==> config.mk <==
export PLATFORM = sky130hd
export DESIGN_NAME = low_power_mode_control
export DESIGN_NICKNAME = d
export VERILOG_FILES = /design/src/hw/lpm_pkg.sv /design/src/hw/low_power_mode_control.sv
export SDC_FILE = /design/constraint.sdc
export NUM_CORES = 1
export LEC_CHECK = 0
export ABC_AREA = 1
export ABC_CLOCK_PERIOD_IN_PS = 2300
export BUFFER_PORTS_ARGS = -buffer_cell sky130_fd_sc_hd__buf_2
export CAP_MARGIN = 20
export CORE_ASPECT_RATIO = 1.25
export CORE_MARGIN = 2
export CORE_UTILIZATION = 40
export DETAILED_ROUTE_END_ITERATION = 6
export SYNTH_ARGS = -nofsm -noshare
export SYNTH_HDL_FRONTEND = slang
export SYNTH_SLANG_ARGS = --single-unit
==> constraint.sdc <==
create_clock -name pclk -period 2.3 [get_ports pclk]
set_clock_uncertainty 0.15 [all_clocks]
set_input_delay 0.69 -clock pclk [delete_from_list [all_inputs] [get_ports pclk]]
set_output_delay 0.69 -clock pclk [all_outputs]
set_load 0.03 [all_outputs]
==> src/hw/lpm_pkg.sv <==
// Shared constants and types for the low-power mode controller
package lpm_pkg;

    // ****************************************************************
    // Register byte offsets
    // ****************************************************************
    localparam logic [7:0] ADDR_LOOP_CTRL = 8'h00;
    localparam logic [7:0] ADDR_CONFIG    = 8'h04;
    localparam logic [7:0] ADDR_LOOP_SET  = 8'h08;
    localparam logic [7:0] ADDR_BRK_ADDR  = 8'h0c;
    localparam logic [7:0] ADDR_WDOG      = 8'h10;
    localparam logic [7:0] ADDR_STATUS    = 8'h14;

    // ****************************************************************
    // Field positions
    // ****************************************************************
    localparam int BIT_BCS      = 0;  // loop_control_register
    localparam int BIT_LOOP_PWR = 1;  // loop_control_register
    localparam int BIT_OSC_RUN  = 0;  // config
    localparam int BIT_BRK_EN   = 1;  // config
    localparam int ST_MODE_LSB  = 0;  // status, 4 bits
    localparam int ST_MASK      = 4;
    localparam int ST_CPU_CLK   = 5;
    localparam int ST_OSC       = 6;
    localparam int ST_LOOP      = 7;

    // ****************************************************************
    // Reset values
    // ****************************************************************
    localparam logic [1:0] RST_LOOP_CTRL = 2'h0;
    localparam logic [1:0] RST_CONFIG    = 2'h0;
    localparam logic       RST_INT_MASK  = 1'h1;

    // ****************************************************************
    // Timing
    // ****************************************************************
    localparam int CLK_PERIOD_NS = 8;
    localparam int OSC_STAB_NS   = 32000;
    localparam int STAB_CYCLES   =
        (OSC_STAB_NS + CLK_PERIOD_NS - 1) / CLK_PERIOD_NS;
    localparam int WDOG_TIMEOUT_CYCLES = 262144;

    // ****************************************************************
    // Power modes, one-hot
    // ****************************************************************
    typedef enum logic [3:0] {
        MODE_RUN  = 4'h1,
        MODE_WAIT = 4'h2,
        MODE_STOP = 4'h4,
        MODE_STAB = 4'h8
    } power_mode_t;

endpackage

==> src/hw/low_power_mode_control.sv <==
// Low-power mode controller: wait/stop sequencing, clocks, watchdog
//
// Implementation choices: the register addresses and the APB register port.
`timescale 1ns/1ns

module low_power_mode_control #(
    parameter int BRK_W        = 16,
    parameter int LOOP_SET_W   = 8,
    parameter int WDOG_TIMEOUT = lpm_pkg::WDOG_TIMEOUT_CYCLES,
    parameter int STAB_COUNT   = lpm_pkg::STAB_CYCLES
) (
    // Clock and reset
    input  wire logic              pclk,
    input  wire logic              presetn,
    // APB slave
    input  wire logic              psel,
    input  wire logic              penable,
    input  wire logic              pwrite,
    input  wire logic [7:0]        paddr,
    input  wire logic [31:0]       pwdata,
    output logic      [31:0]       prdata,
    output logic                   pready,
    output logic                   pslverr,
    // Processor core
    input  wire logic              wait_exec,
    input  wire logic              stop_exec,
    input  wire logic              irq_pending,
    input  wire logic              ext_irq,
    input  wire logic              cpu_mask_set,
    input  wire logic              cpu_mask_clear,
    input  wire logic [BRK_W-1:0]  cpu_addr,
    input  wire logic              cpu_addr_valid,
    output logic                   int_mask,
    output logic                   cpu_clock_en,
    output logic                   resume,
    output logic                   break_request,
    // Clock generator controls
    output logic                   osc_enable,
    output logic                   loop_enable,
    output logic                   bus_clock_from_loop,
    output logic                   crystal_clock_en,
    output logic                   bus_clock_en,
    output logic                   gen_int_en,
    output logic [LOOP_SET_W-1:0]  loop_settings,
    // Watchdog
    output logic                   watchdog_reset
);

    localparam int WDOG_W = $clog2(WDOG_TIMEOUT + 1);
    localparam int STAB_W = $clog2(STAB_COUNT + 1);
    localparam logic [WDOG_W-1:0] WDOG_LAST = WDOG_W'(WDOG_TIMEOUT - 1);
    localparam logic [STAB_W-1:0] STAB_LAST = STAB_W'(STAB_COUNT - 1);

    // ****************************************************************
    // APB slave and register file
    // ****************************************************************
    logic                   setup;
    logic                   wr;
    logic                   mapped;
    logic [1:0]             loop_control_register;
    logic [1:0]             config_reg;
    logic [BRK_W-1:0]       brk_addr;
    logic                   wdog_clear;
    logic [1:0]             next_loop_ctrl;
    logic [1:0]             next_config;
    logic [LOOP_SET_W-1:0]  next_loop_set;
    logic [BRK_W-1:0]       next_brk_addr;
    logic [31:0]            next_prdata;
    logic                   next_pready;
    logic                   next_pslverr;
    logic [7:0]             status;
    lpm_pkg::power_mode_t   mode;
    lpm_pkg::power_mode_t   next_mode;
    logic [WDOG_W-1:0]      wdog_cnt;
    logic [STAB_W-1:0]      stab_cnt;

    assign setup = psel & ~penable;
    assign wr    = psel & penable & pready & pwrite;

    // Decode and next register values; zero wait states
    always_comb begin
        next_loop_ctrl = loop_control_register;
        next_config    = config_reg;
        next_loop_set  = loop_settings;
        next_brk_addr  = brk_addr;
        wdog_clear     = 1'b0;
        mapped         = 1'b1;
        next_prdata    = 32'h0;
        if (paddr == lpm_pkg::ADDR_LOOP_CTRL) begin
            next_prdata = 32'(loop_control_register);
            if (wr) begin
                next_loop_ctrl = pwdata[1:0];
            end
        end else if (paddr == lpm_pkg::ADDR_CONFIG) begin
            next_prdata = 32'(config_reg);
            if (wr) begin
                next_config = pwdata[1:0];
            end
        end else if (paddr == lpm_pkg::ADDR_LOOP_SET) begin
            next_prdata = 32'(loop_settings);
            // Writes while the loop is powered are dropped
            if (wr && !loop_control_register[lpm_pkg::BIT_LOOP_PWR]) begin
                next_loop_set = pwdata[LOOP_SET_W-1:0];
            end
        end else if (paddr == lpm_pkg::ADDR_BRK_ADDR) begin
            next_prdata = 32'(brk_addr);
            if (wr) begin
                next_brk_addr = pwdata[BRK_W-1:0];
            end
        end else if (paddr == lpm_pkg::ADDR_WDOG) begin
            next_prdata = 32'(wdog_cnt);
            wdog_clear  = wr;
        end else if (paddr == lpm_pkg::ADDR_STATUS) begin
            next_prdata = 32'(status);
        end else begin
            mapped = 1'b0;
        end
        next_pready  = setup;
        next_pslverr = setup & ~mapped;
        if (!setup) begin
            next_prdata = prdata;
        end
    end

    // Registers; stop entry never touches the break match word
    always_ff @(posedge pclk or negedge presetn) begin
        if (!presetn) begin
            loop_control_register <= lpm_pkg::RST_LOOP_CTRL;
            config_reg            <= lpm_pkg::RST_CONFIG;
            loop_settings         <= '0;
            brk_addr              <= '0;
            prdata                <= 32'h0;
            pready                <= 1'b0;
            pslverr               <= 1'b0;
        end else begin
            loop_control_register <= next_loop_ctrl;
            config_reg            <= next_config;
            loop_settings         <= next_loop_set;
            brk_addr              <= next_brk_addr;
            prdata                <= next_prdata;
            pready                <= next_pready;
            pslverr               <= next_pslverr;
        end
    end

    assign status = {loop_enable, osc_enable, cpu_clock_en, int_mask,
                     mode};

    // ****************************************************************
    // Mode sequencer
    // ****************************************************************
    logic [STAB_W-1:0]      next_stab_cnt;
    logic                   next_int_mask;
    logic                   entering;

    assign entering = (mode == lpm_pkg::MODE_RUN) & (wait_exec | stop_exec);

    // Stop takes priority if the core flags both at once
    always_comb begin
        next_mode     = mode;
        next_stab_cnt = stab_cnt;
        case (mode)
            lpm_pkg::MODE_RUN: begin
                if (stop_exec) begin
                    next_mode = lpm_pkg::MODE_STOP;
                end else if (wait_exec) begin
                    next_mode = lpm_pkg::MODE_WAIT;
                end
            end
            lpm_pkg::MODE_WAIT: begin
                if (irq_pending) begin
                    next_mode = lpm_pkg::MODE_RUN;
                end
            end
            lpm_pkg::MODE_STOP: begin
                if (ext_irq) begin
                    next_mode     = lpm_pkg::MODE_STAB;
                    next_stab_cnt = STAB_LAST;
                end
            end
            lpm_pkg::MODE_STAB: begin
                // Oscillator settling before the core restarts
                if (stab_cnt == '0) begin
                    next_mode = lpm_pkg::MODE_RUN;
                end else begin
                    next_stab_cnt = stab_cnt - STAB_W'(1);
                end
            end
            default: begin
                next_mode = lpm_pkg::MODE_RUN;
            end
        endcase
        // Interrupt exits leave the mask as it is
        next_int_mask = int_mask;
        if (cpu_mask_set) begin
            next_int_mask = 1'b1;
        end else if (cpu_mask_clear) begin
            next_int_mask = 1'b0;
        end
        if (entering) begin
            next_int_mask = 1'b0;
        end
    end

    // Reset always lands in run with the mask set
    always_ff @(posedge pclk or negedge presetn) begin
        if (!presetn) begin
            mode     <= lpm_pkg::MODE_RUN;
            stab_cnt <= '0;
            int_mask <= lpm_pkg::RST_INT_MASK;
        end else begin
            mode     <= next_mode;
            stab_cnt <= next_stab_cnt;
            int_mask <= next_int_mask;
        end
    end

    // ****************************************************************
    // Clock generator, break and watchdog outputs
    // ****************************************************************
    logic                   nstop;
    logic                   n_osc;
    logic                   n_loop;
    logic                   n_brk;
    logic                   n_fire;
    logic [WDOG_W-1:0]      next_wdog_cnt;

    // Clock outputs follow the next mode so they line up with it; break and watchdog use the current mode
    always_comb begin
        nstop  = next_mode != lpm_pkg::MODE_STOP;
        n_osc  = nstop | next_config[lpm_pkg::BIT_OSC_RUN];
        n_loop = nstop & next_loop_ctrl[lpm_pkg::BIT_LOOP_PWR];
        n_brk  = config_reg[lpm_pkg::BIT_BRK_EN] & cpu_addr_valid &
                 (cpu_addr == brk_addr) &
                 (mode != lpm_pkg::MODE_STOP);
        // Watchdog runs off the bus clock, so it rests in stop
        n_fire = (mode != lpm_pkg::MODE_STOP) && (wdog_cnt == WDOG_LAST);
        next_wdog_cnt = wdog_cnt;
        if (wdog_clear || n_fire) begin
            next_wdog_cnt = '0;
        end else if (mode != lpm_pkg::MODE_STOP) begin
            next_wdog_cnt = wdog_cnt + WDOG_W'(1);
        end
    end

    always_ff @(posedge pclk or negedge presetn) begin
        if (!presetn) begin
            cpu_clock_en        <= 1'b1;
            resume              <= 1'b0;
            osc_enable          <= 1'b1;
            loop_enable         <= 1'b0;
            bus_clock_from_loop <= 1'b0;
            crystal_clock_en    <= 1'b1;
            bus_clock_en        <= 1'b1;
            gen_int_en          <= 1'b1;
            break_request       <= 1'b0;
            wdog_cnt            <= '0;
            watchdog_reset      <= 1'b0;
        end else begin
            cpu_clock_en        <= next_mode == lpm_pkg::MODE_RUN;
            resume              <= (next_mode == lpm_pkg::MODE_RUN) &&
                                   (mode != lpm_pkg::MODE_RUN);
            osc_enable          <= n_osc;
            loop_enable         <= n_loop;
            // Deselect without power-down keeps the loop warm
            bus_clock_from_loop <= n_loop &
                                   next_loop_ctrl[lpm_pkg::BIT_BCS];
            crystal_clock_en    <= n_osc;
            bus_clock_en        <= nstop;
            gen_int_en          <= nstop;
            break_request       <= n_brk;
            wdog_cnt            <= next_wdog_cnt;
            watchdog_reset      <= n_fire;
        end
    end

    // ****************************************************************
    // Checks
    // ****************************************************************
    a_break_quiet: assert property (@(posedge pclk) disable iff (!presetn)
        mode == lpm_pkg::MODE_STOP |=> !break_request)
        else $error("break raised in stop");
    a_brk_kept: assert property (@(posedge pclk) disable iff (!presetn)
        $rose(mode == lpm_pkg::MODE_STOP) |->
        brk_addr == $past(brk_addr))
        else $error("break register changed on stop");
    a_wait_entry: assert property (@(posedge pclk) disable iff (!presetn)
        (mode == lpm_pkg::MODE_RUN && wait_exec && !stop_exec) |=>
        (!int_mask && !cpu_clock_en && mode == lpm_pkg::MODE_WAIT))
        else $error("wait entry wrong");
    a_stop_entry: assert property (@(posedge pclk) disable iff (!presetn)
        (mode == lpm_pkg::MODE_RUN && stop_exec) |=>
        (!int_mask && !cpu_clock_en && mode == lpm_pkg::MODE_STOP))
        else $error("stop entry wrong");
    a_stab_hold: assert property (@(posedge pclk) disable iff (!presetn)
        ($past(mode) == lpm_pkg::MODE_STAB && mode == lpm_pkg::MODE_RUN)
        |-> ($past(stab_cnt) == '0 && cpu_clock_en &&
             !$past(cpu_clock_en)))
        else $error("clock restarted early");
    a_stab_clkoff: assert property (@(posedge pclk) disable iff (!presetn)
        mode == lpm_pkg::MODE_STAB |-> !cpu_clock_en &&
        crystal_clock_en)
        else $error("cpu clock on while settling");
    a_gen_wait: assert property (@(posedge pclk) disable iff (!presetn)
        mode == lpm_pkg::MODE_WAIT |-> osc_enable && crystal_clock_en &&
        bus_clock_en && loop_enable ==
        loop_control_register[lpm_pkg::BIT_LOOP_PWR])
        else $error("generator off in wait");
    a_stop_dflt: assert property (@(posedge pclk) disable iff (!presetn)
        (mode == lpm_pkg::MODE_STOP && !config_reg[lpm_pkg::BIT_OSC_RUN])
        |-> !(osc_enable | loop_enable | crystal_clock_en | bus_clock_en |
              gen_int_en))
        else $error("generator alive in stop");
    a_stop_osc: assert property (@(posedge pclk) disable iff (!presetn)
        (mode == lpm_pkg::MODE_STOP && config_reg[lpm_pkg::BIT_OSC_RUN])
        |-> osc_enable && !loop_enable)
        else $error("run-in-stop wrong");
    a_loop_desel: assert property (@(posedge pclk) disable iff (!presetn)
        (mode != lpm_pkg::MODE_STOP &&
         loop_control_register == 2'h2) |->
        loop_enable && !bus_clock_from_loop)
        else $error("deselected loop not running");
    a_wdog_fire: assert property (@(posedge pclk) disable iff (!presetn)
        (mode == lpm_pkg::MODE_WAIT && wdog_cnt == WDOG_LAST) |=>
        watchdog_reset && wdog_cnt == '0)
        else $error("watchdog did not fire");
    a_wake_resume: assert property (@(posedge pclk) disable iff (!presetn)
        (mode == lpm_pkg::MODE_WAIT && irq_pending) |=>
        (resume && cpu_clock_en && mode == lpm_pkg::MODE_RUN) ##1
        !resume)
        else $error("wait wake wrong");

endmodule

* Word-level counts from Yosys, hierarchy flattened
Cells that the tools add are included.
** Word-level totals
- Register bits :: 106
- Bits of input ports :: 68
- Output and inout port bits :: 53
** Operators by class
- Add/sub/neg operators :: 2
- Equal/unequal tests :: 17
- Mux-type cells :: 36
- Bitwise operators :: 18
- Reductions and logical operators :: 14
** Operators by type and width (count)
- 19-bit 2-to-1 mux :: 7
- 12-bit 2-to-1 mux :: 2
- 12-bit case mux with 2 select lines :: 1
- 4-bit 2-to-1 mux :: 5
- 19-bit by 1-bit adder with 19-bit output, second input constant :: 1
- 19-bit by 18-bit == test with 1-bit output, second input constant :: 1
- 1-bit 2-to-1 mux :: 17
- 16-bit == test :: 1
- 8-bit by 4-bit == test with 1-bit output, second input constant :: 2
- 8-bit by 5-bit == test with 1-bit output, second input constant :: 2
- 4-bit case mux with 4 select lines :: 1
- 12-bit zero test :: 1
- 12-bit by 1-bit subtractor with 12-bit output, second input constant :: 1
- 1-bit bitwise AND :: 11
- 4-bit by 1-bit == test with 1-bit output, second input constant :: 2
- 8-bit by 3-bit == test with 1-bit output, second input constant :: 1
- 8-bit zero test :: 1
- 8-bit 2-to-1 mux :: 1
- 4-bit by 3-bit != test with 1-bit output, second input constant :: 2
- 3-bit AND reduction :: 2
- 1-bit NOT :: 5
- 5-bit AND reduction :: 1
- 4-bit by 2-bit == test with 1-bit output, second input constant :: 1
- 4-bit by 3-bit == test with 1-bit output, second input constant :: 1
- 11 further kinds :: 17

* Depth between registers and ports, before layout
- Depth after elaboration :: 10
- Gate-level depth with buffers :: 10

* Least setup slack after synthesis
No wires, ideal clock.
- Path kind :: input to register
- From :: input paddr[7]
- To :: register wdog_cnt[9]
- Setup time :: 0.119 ns
- Arrival :: 1.576 ns
- Required time :: 2.031 ns
- Setup slack :: 0.455 ns
- Cell stages on the path :: 9
- Path through :: inv_1 > nand2_2 > nor2_2 > nand3_2 > nand2_4 > buf_4 > nand4_1 > nand2_1 > nor2_1
** On the way
- Word-level cells in the longest chain between the ends :: 8
** RTL lines
- start: declaration :: line low_power_mode_control.sv:19 : input wire logic [7:0] paddr,
- 8-bit by 5-bit == test with 1-bit output :: line low_power_mode_control.sv:110 : end else if (paddr == lpm_pkg::ADDR_WDOG) begin
- 1-bit 2-to-1 mux :: line low_power_mode_control.sv:110
- 1-bit 2-to-1 mux :: line low_power_mode_control.sv:105 : end else if (paddr == lpm_pkg::ADDR_BRK_ADDR) begin
- 1-bit 2-to-1 mux :: line low_power_mode_control.sv:99 : end else if (paddr == lpm_pkg::ADDR_LOOP_SET) begin
- 1-bit 2-to-1 mux :: line low_power_mode_control.sv:94 : end else if (paddr == lpm_pkg::ADDR_CONFIG) begin
- 1-bit 2-to-1 mux * :: line low_power_mode_control.sv:89 : if (paddr == lpm_pkg::ADDR_LOOP_CTRL) begin
- 1-bit logical OR * :: line low_power_mode_control.sv:239 : if (wdog_clear || n_fire) begin
- 19-bit 2-to-1 mux or 2-bit nonzero test (tied branches)
- end signal: assignment :: line low_power_mode_control.sv:272 : wdog_cnt <= next_wdog_cnt;
- end: declaration :: line low_power_mode_control.sv:74 : logic [WDOG_W-1:0] wdog_cnt;
Every way passes the cells marked *; elsewhere a longest branch is shown, timed or not.
A chain may end at the register's enable or synchronous reset.

* Final worst setup path
- From :: register wdog_cnt[1]
- To :: register wdog_cnt[1]
** On the way
- Word-level cells in the longest chain between the ends :: 4
** RTL lines
- branches (longest 4 deep; another with 19-bit by 1-bit adder with 19-bit output)
Parallel ways; which one is timed is not known. The select of a mux whose other input is x is not followed.

==> impl_summary.md <==
Synth
In the synthesized netlist the async set-or-reset flop fraction comes to 1.000. The commonest register cell after synthesis is dfrtp_1. The average cell area after synthesis is 7.649 sq um. The area of the mapped netlist is 5484 sq um. The number of enable flip-flop cells after synthesis is 0. Of the synthesized area, sequential elements account for 0.4255. The distinct cell type count after synthesis is 44. For this run, the number of Yosys warnings is 0. Counting every instance in the synthesized netlist gives slightly above 700. The post-synthesis sequential element count is 93.

Detailed routing
The remaining number of nets flagged by the antenna check after routing is 0. Wire segments on met2 add up to 6610 microns in the final route. In the final routed layout, each cell accounts on average for around 14 microns.

The number of vias after detailed routing is ~4,800. The routed design has 13,460 microns of wire. The DRC violation total after the first TritonRoute iteration is 271. The detailed-route vias per instance is slightly below 5. After detailed routing, the number of remaining DRC violations is 0. The wire length on met1 is 6080 microns.

The detailed router used layers up to and including met4. The number of optimization iterations in the first detailed-route pass is 4. Detailed routing placed a total of between 500 and 600 microns of wire on met3.

Clock tree
The number of buffers on the longest clock path is 2. Post-CTS repair changed the size of 0 cells. The tree is rooted in a clkbuf_16. The number of hold-repair buffers added at the cts stage is 0.

The number of setup buffers added after CTS is 0. Clock-pin slew was measured on the worst setup and hold paths at 70 ps. The H-tree was split into 3 levels. The clock sink count is 93.

For the worst-skew pair, the clock arrives at the later sink with an insertion delay of 340 ps. The clock tree from TritonCTS is done. In this run, CTS created clock tree buffers numbering 9.

Floorplanning
Pin placement for this block handled 121 I/O pins. The core area is 13,350 sq um. The die covers roughly 15,000 sq um. The die outline height is 134.9 microns.

The initial core utilization is 0.4108. The horizontal extent of the die is between 100 and 150 microns. The floorplan has 47 rows.

Global route
The pin count of the biggest net entering global routing is 44. The number of antenna violations at the first check in global routing is 0. The first global-routing pass estimated 22,640 microns of wire. The total overflow left after global routing is 0. The number of global-route vias before repair is between 4,000 and 5,000. For this run, the total global-route usage over all layers was measured as 0.1950.

Power and ir drop
The leakage power is 3.447 nW. The share of total power dissipated in the clock network is 0.312. IR analysis of the VDD net gives a maximum drop of 0.0005833 V.

Of the total power, the share spent switching nets is 0.3540. The internal power summed over all cells is 3.441 mW. The overall power after layout is 5.327 mW.

The net switching power is 1.886 mW. In this run the power density over the cells is 823.3 nW/um^2. Of the total power, registers draw 0.406. The fraction of power consumed by combinational cells is 0.282.

Worst setup path
The worst setup path is captured at a flop. Walking the worst path, the cells encountered are ha_1, nand2_1, nor2_2, nand2_1, nor2_4, nand2_1, nand2_1, inv_2, nand3_1, nand2_1. The delay of the slowest critical-path stage is 420 ps.

The data required time of the critical path is 2380 ps. The maximum net fanout on the critical path is 10. By startpoint and endpoint, the worst setup path is classified as reg -> reg.

The cell with the largest stage delay on the worst path is dfrtp_1. The most prevalent standard cell on the critical path is nand2_1. At the worst endpoint, the arrival time is 2070 ps.

The kind of start point of the critical path is a flop.

Timing
The count of final hold-check violations is 0. Dividing the final minimum period by the clock period gives 0.8628. The summed negative setup slack over all endpoints is 0 ps.

The slew at the pin closest to its max-slew limit is between 500 and 600 ps. Setup violations remaining at the end of the flow were counted as 0. In the post-route analysis, the smallest setup slack over all paths is 315.6 ps. The final-report max-slew violation count is 0. The shortest clock period the worst path allows after layout is approximately 2000 ps.

On the final layout, the worst hold slack is 120.9 ps. The fmax is slightly above 500 MHz. Setup repair after global routing left no endpoint under its margin. The worst pin sits at a relative slew slack of 0.6478.

Placed design
After detailed placement, the design holds a cell count of 978. Summed over all nets, the half-perimeter wirelength after detailed placement is 10,440 microns. The congestion estimate from routability-driven global placement came to 0.8832. The placed standard-cell area is 6136 sq um. The post-placement setup slack is roughly 83 ps. Input and output buffers added on the ports amount to 91.

Final layout
The signed area change from the synthesized netlist to the final layout is 17.98%. Of the cells placed in the final design, the portion with a size suffix greater than 1 is 0.2418. The final non-filler cell area is 6470 sq um. The count of cells in the finished layout, fillers not included, comes to 994. The number of filler instances in the final layout is 1,312. The number of nets in the final layout is 889. The number of antenna repair diodes is 0. The library cell used most frequently in the layout, excluding fill and tap cells, is nand2_1. The utilization after layout is 0.4847. In the layout the commonest cells are 216 x nand2_1, 90 x buf_2, 88 x nor2_1, 88 x dfrtp_1, 69 x inv_1. In the final layout, the registers with the most flip-flops are prdata: 19 flops, wdog_cnt: 19 flops, brk_addr: 16 flops.

Job
Max-cap violations in this run came to 0.

Outcome
The flow ran to the end, and the final reports show no timing, DRC or antenna violations.

Min path
The kind of path behind the tightest hold check is in -> async.
==> routing by layer <==
| metal | global-route usage | up-vias |
|---|---|---|
| met2 | 0.3354 | 106 |
| met3 | 0.03185 | 17 |
| li1 | - | 2454 |
| met5 | 0 | - |
| met1 | 0.2505 | 2260 |
| met4 | 0.05840 | 0 |
==> worst paths after layout <==
check                             from     endpoint  slack, ps  cells past startpoint
max                        wdog_cnt[1]  wdog_cnt[1]        320                     10
min                            presetn  stab_cnt[1]        120                      1
max reg2reg                wdog_cnt[1]  wdog_cnt[1]        320                     10
min reg2reg                 prdata[11]   prdata[11]        320                      2
max in group asynchronous      presetn    prdata[6]       1300                      2
min in group pclk           prdata[11]   prdata[11]        320                      2
==> cell type report <==
type | instances | area (sq um) | area share
Tap cell | 171 | 214.0 | 0.03307
Clock buffer | 12 | 256.5 | 0.03964
Inverter | 81 | 309.0 | 0.04777
Sequential cell | 93 | 2333 | 0.3607
Timing Repair Buffer | 106 | 608.1 | 0.09399
Clock inverter | 4 | 77.57 | 0.01199
Multi-Input combinational cell | 527 | 2671 | 0.4129
==> critical path, delay by kind of cell (launching register included) <==
| family | cells | cell delay, ps |
|---|---|---|
| adder cells (fa/ha/maj) | 1 | 240 |
| buffers and inverters | 1 | 100 |
| flip-flops | 1 | 420 |
| AND/OR/NAND/NOR | 8 | 970 |
==> cells in the mapped netlist (5+ instances only) <==
cell type  count  area (sq um)
nand2_1      216         810.8
dfrtp_1       88          2202
nor2_1        88         330.3
inv_1         69         259.0
nand3_1       49         245.2
o21ai_0       25         125.1
o21ai_2       20         175.2
buf_4         17         127.6
a21oi_1       16         80.08
xor2_1        13         113.9
inv_2         10         37.54
nand4_1       10         62.56
nor2_2         8         50.05
nand2_4        7         78.83
o21ai_1        6         30.03
a21oi_2        5         43.79
dfstp_2        5         131.4
nand2_2        5         31.28
nand3_2        5         50.05
nor3_1         5         25.02
==> power groups by stage <==
stage	combinational, mW	sequential, mW	clock, mW
after detailed placement	1.51	2.19	0
after global routing	1.71	2.21	1.76
after CTS	1.51	2.16	1.69
final	1.50	2.16	1.66
after global placement	1.47	2.19	0
after floorplan	1.07	2.25	0
==> kinds of logic (layout without fill, tap and decap cells) <==
logic type	Yosys count	after routing	share of synthesized area
AND/OR/NAND/NOR	408	408	0.3422
AO/OA/AOI/OAI	86	86	0.1020
buffers and inverters	109	203	0.09560
XOR/XNOR	17	17	0.02715
adder cells (fa/ha/maj)	3	3	0.006845
other	1	13	0.0006838
flip-flops	93	93	0.4255
No activity file was read; power rests on OpenSTA's default activity.
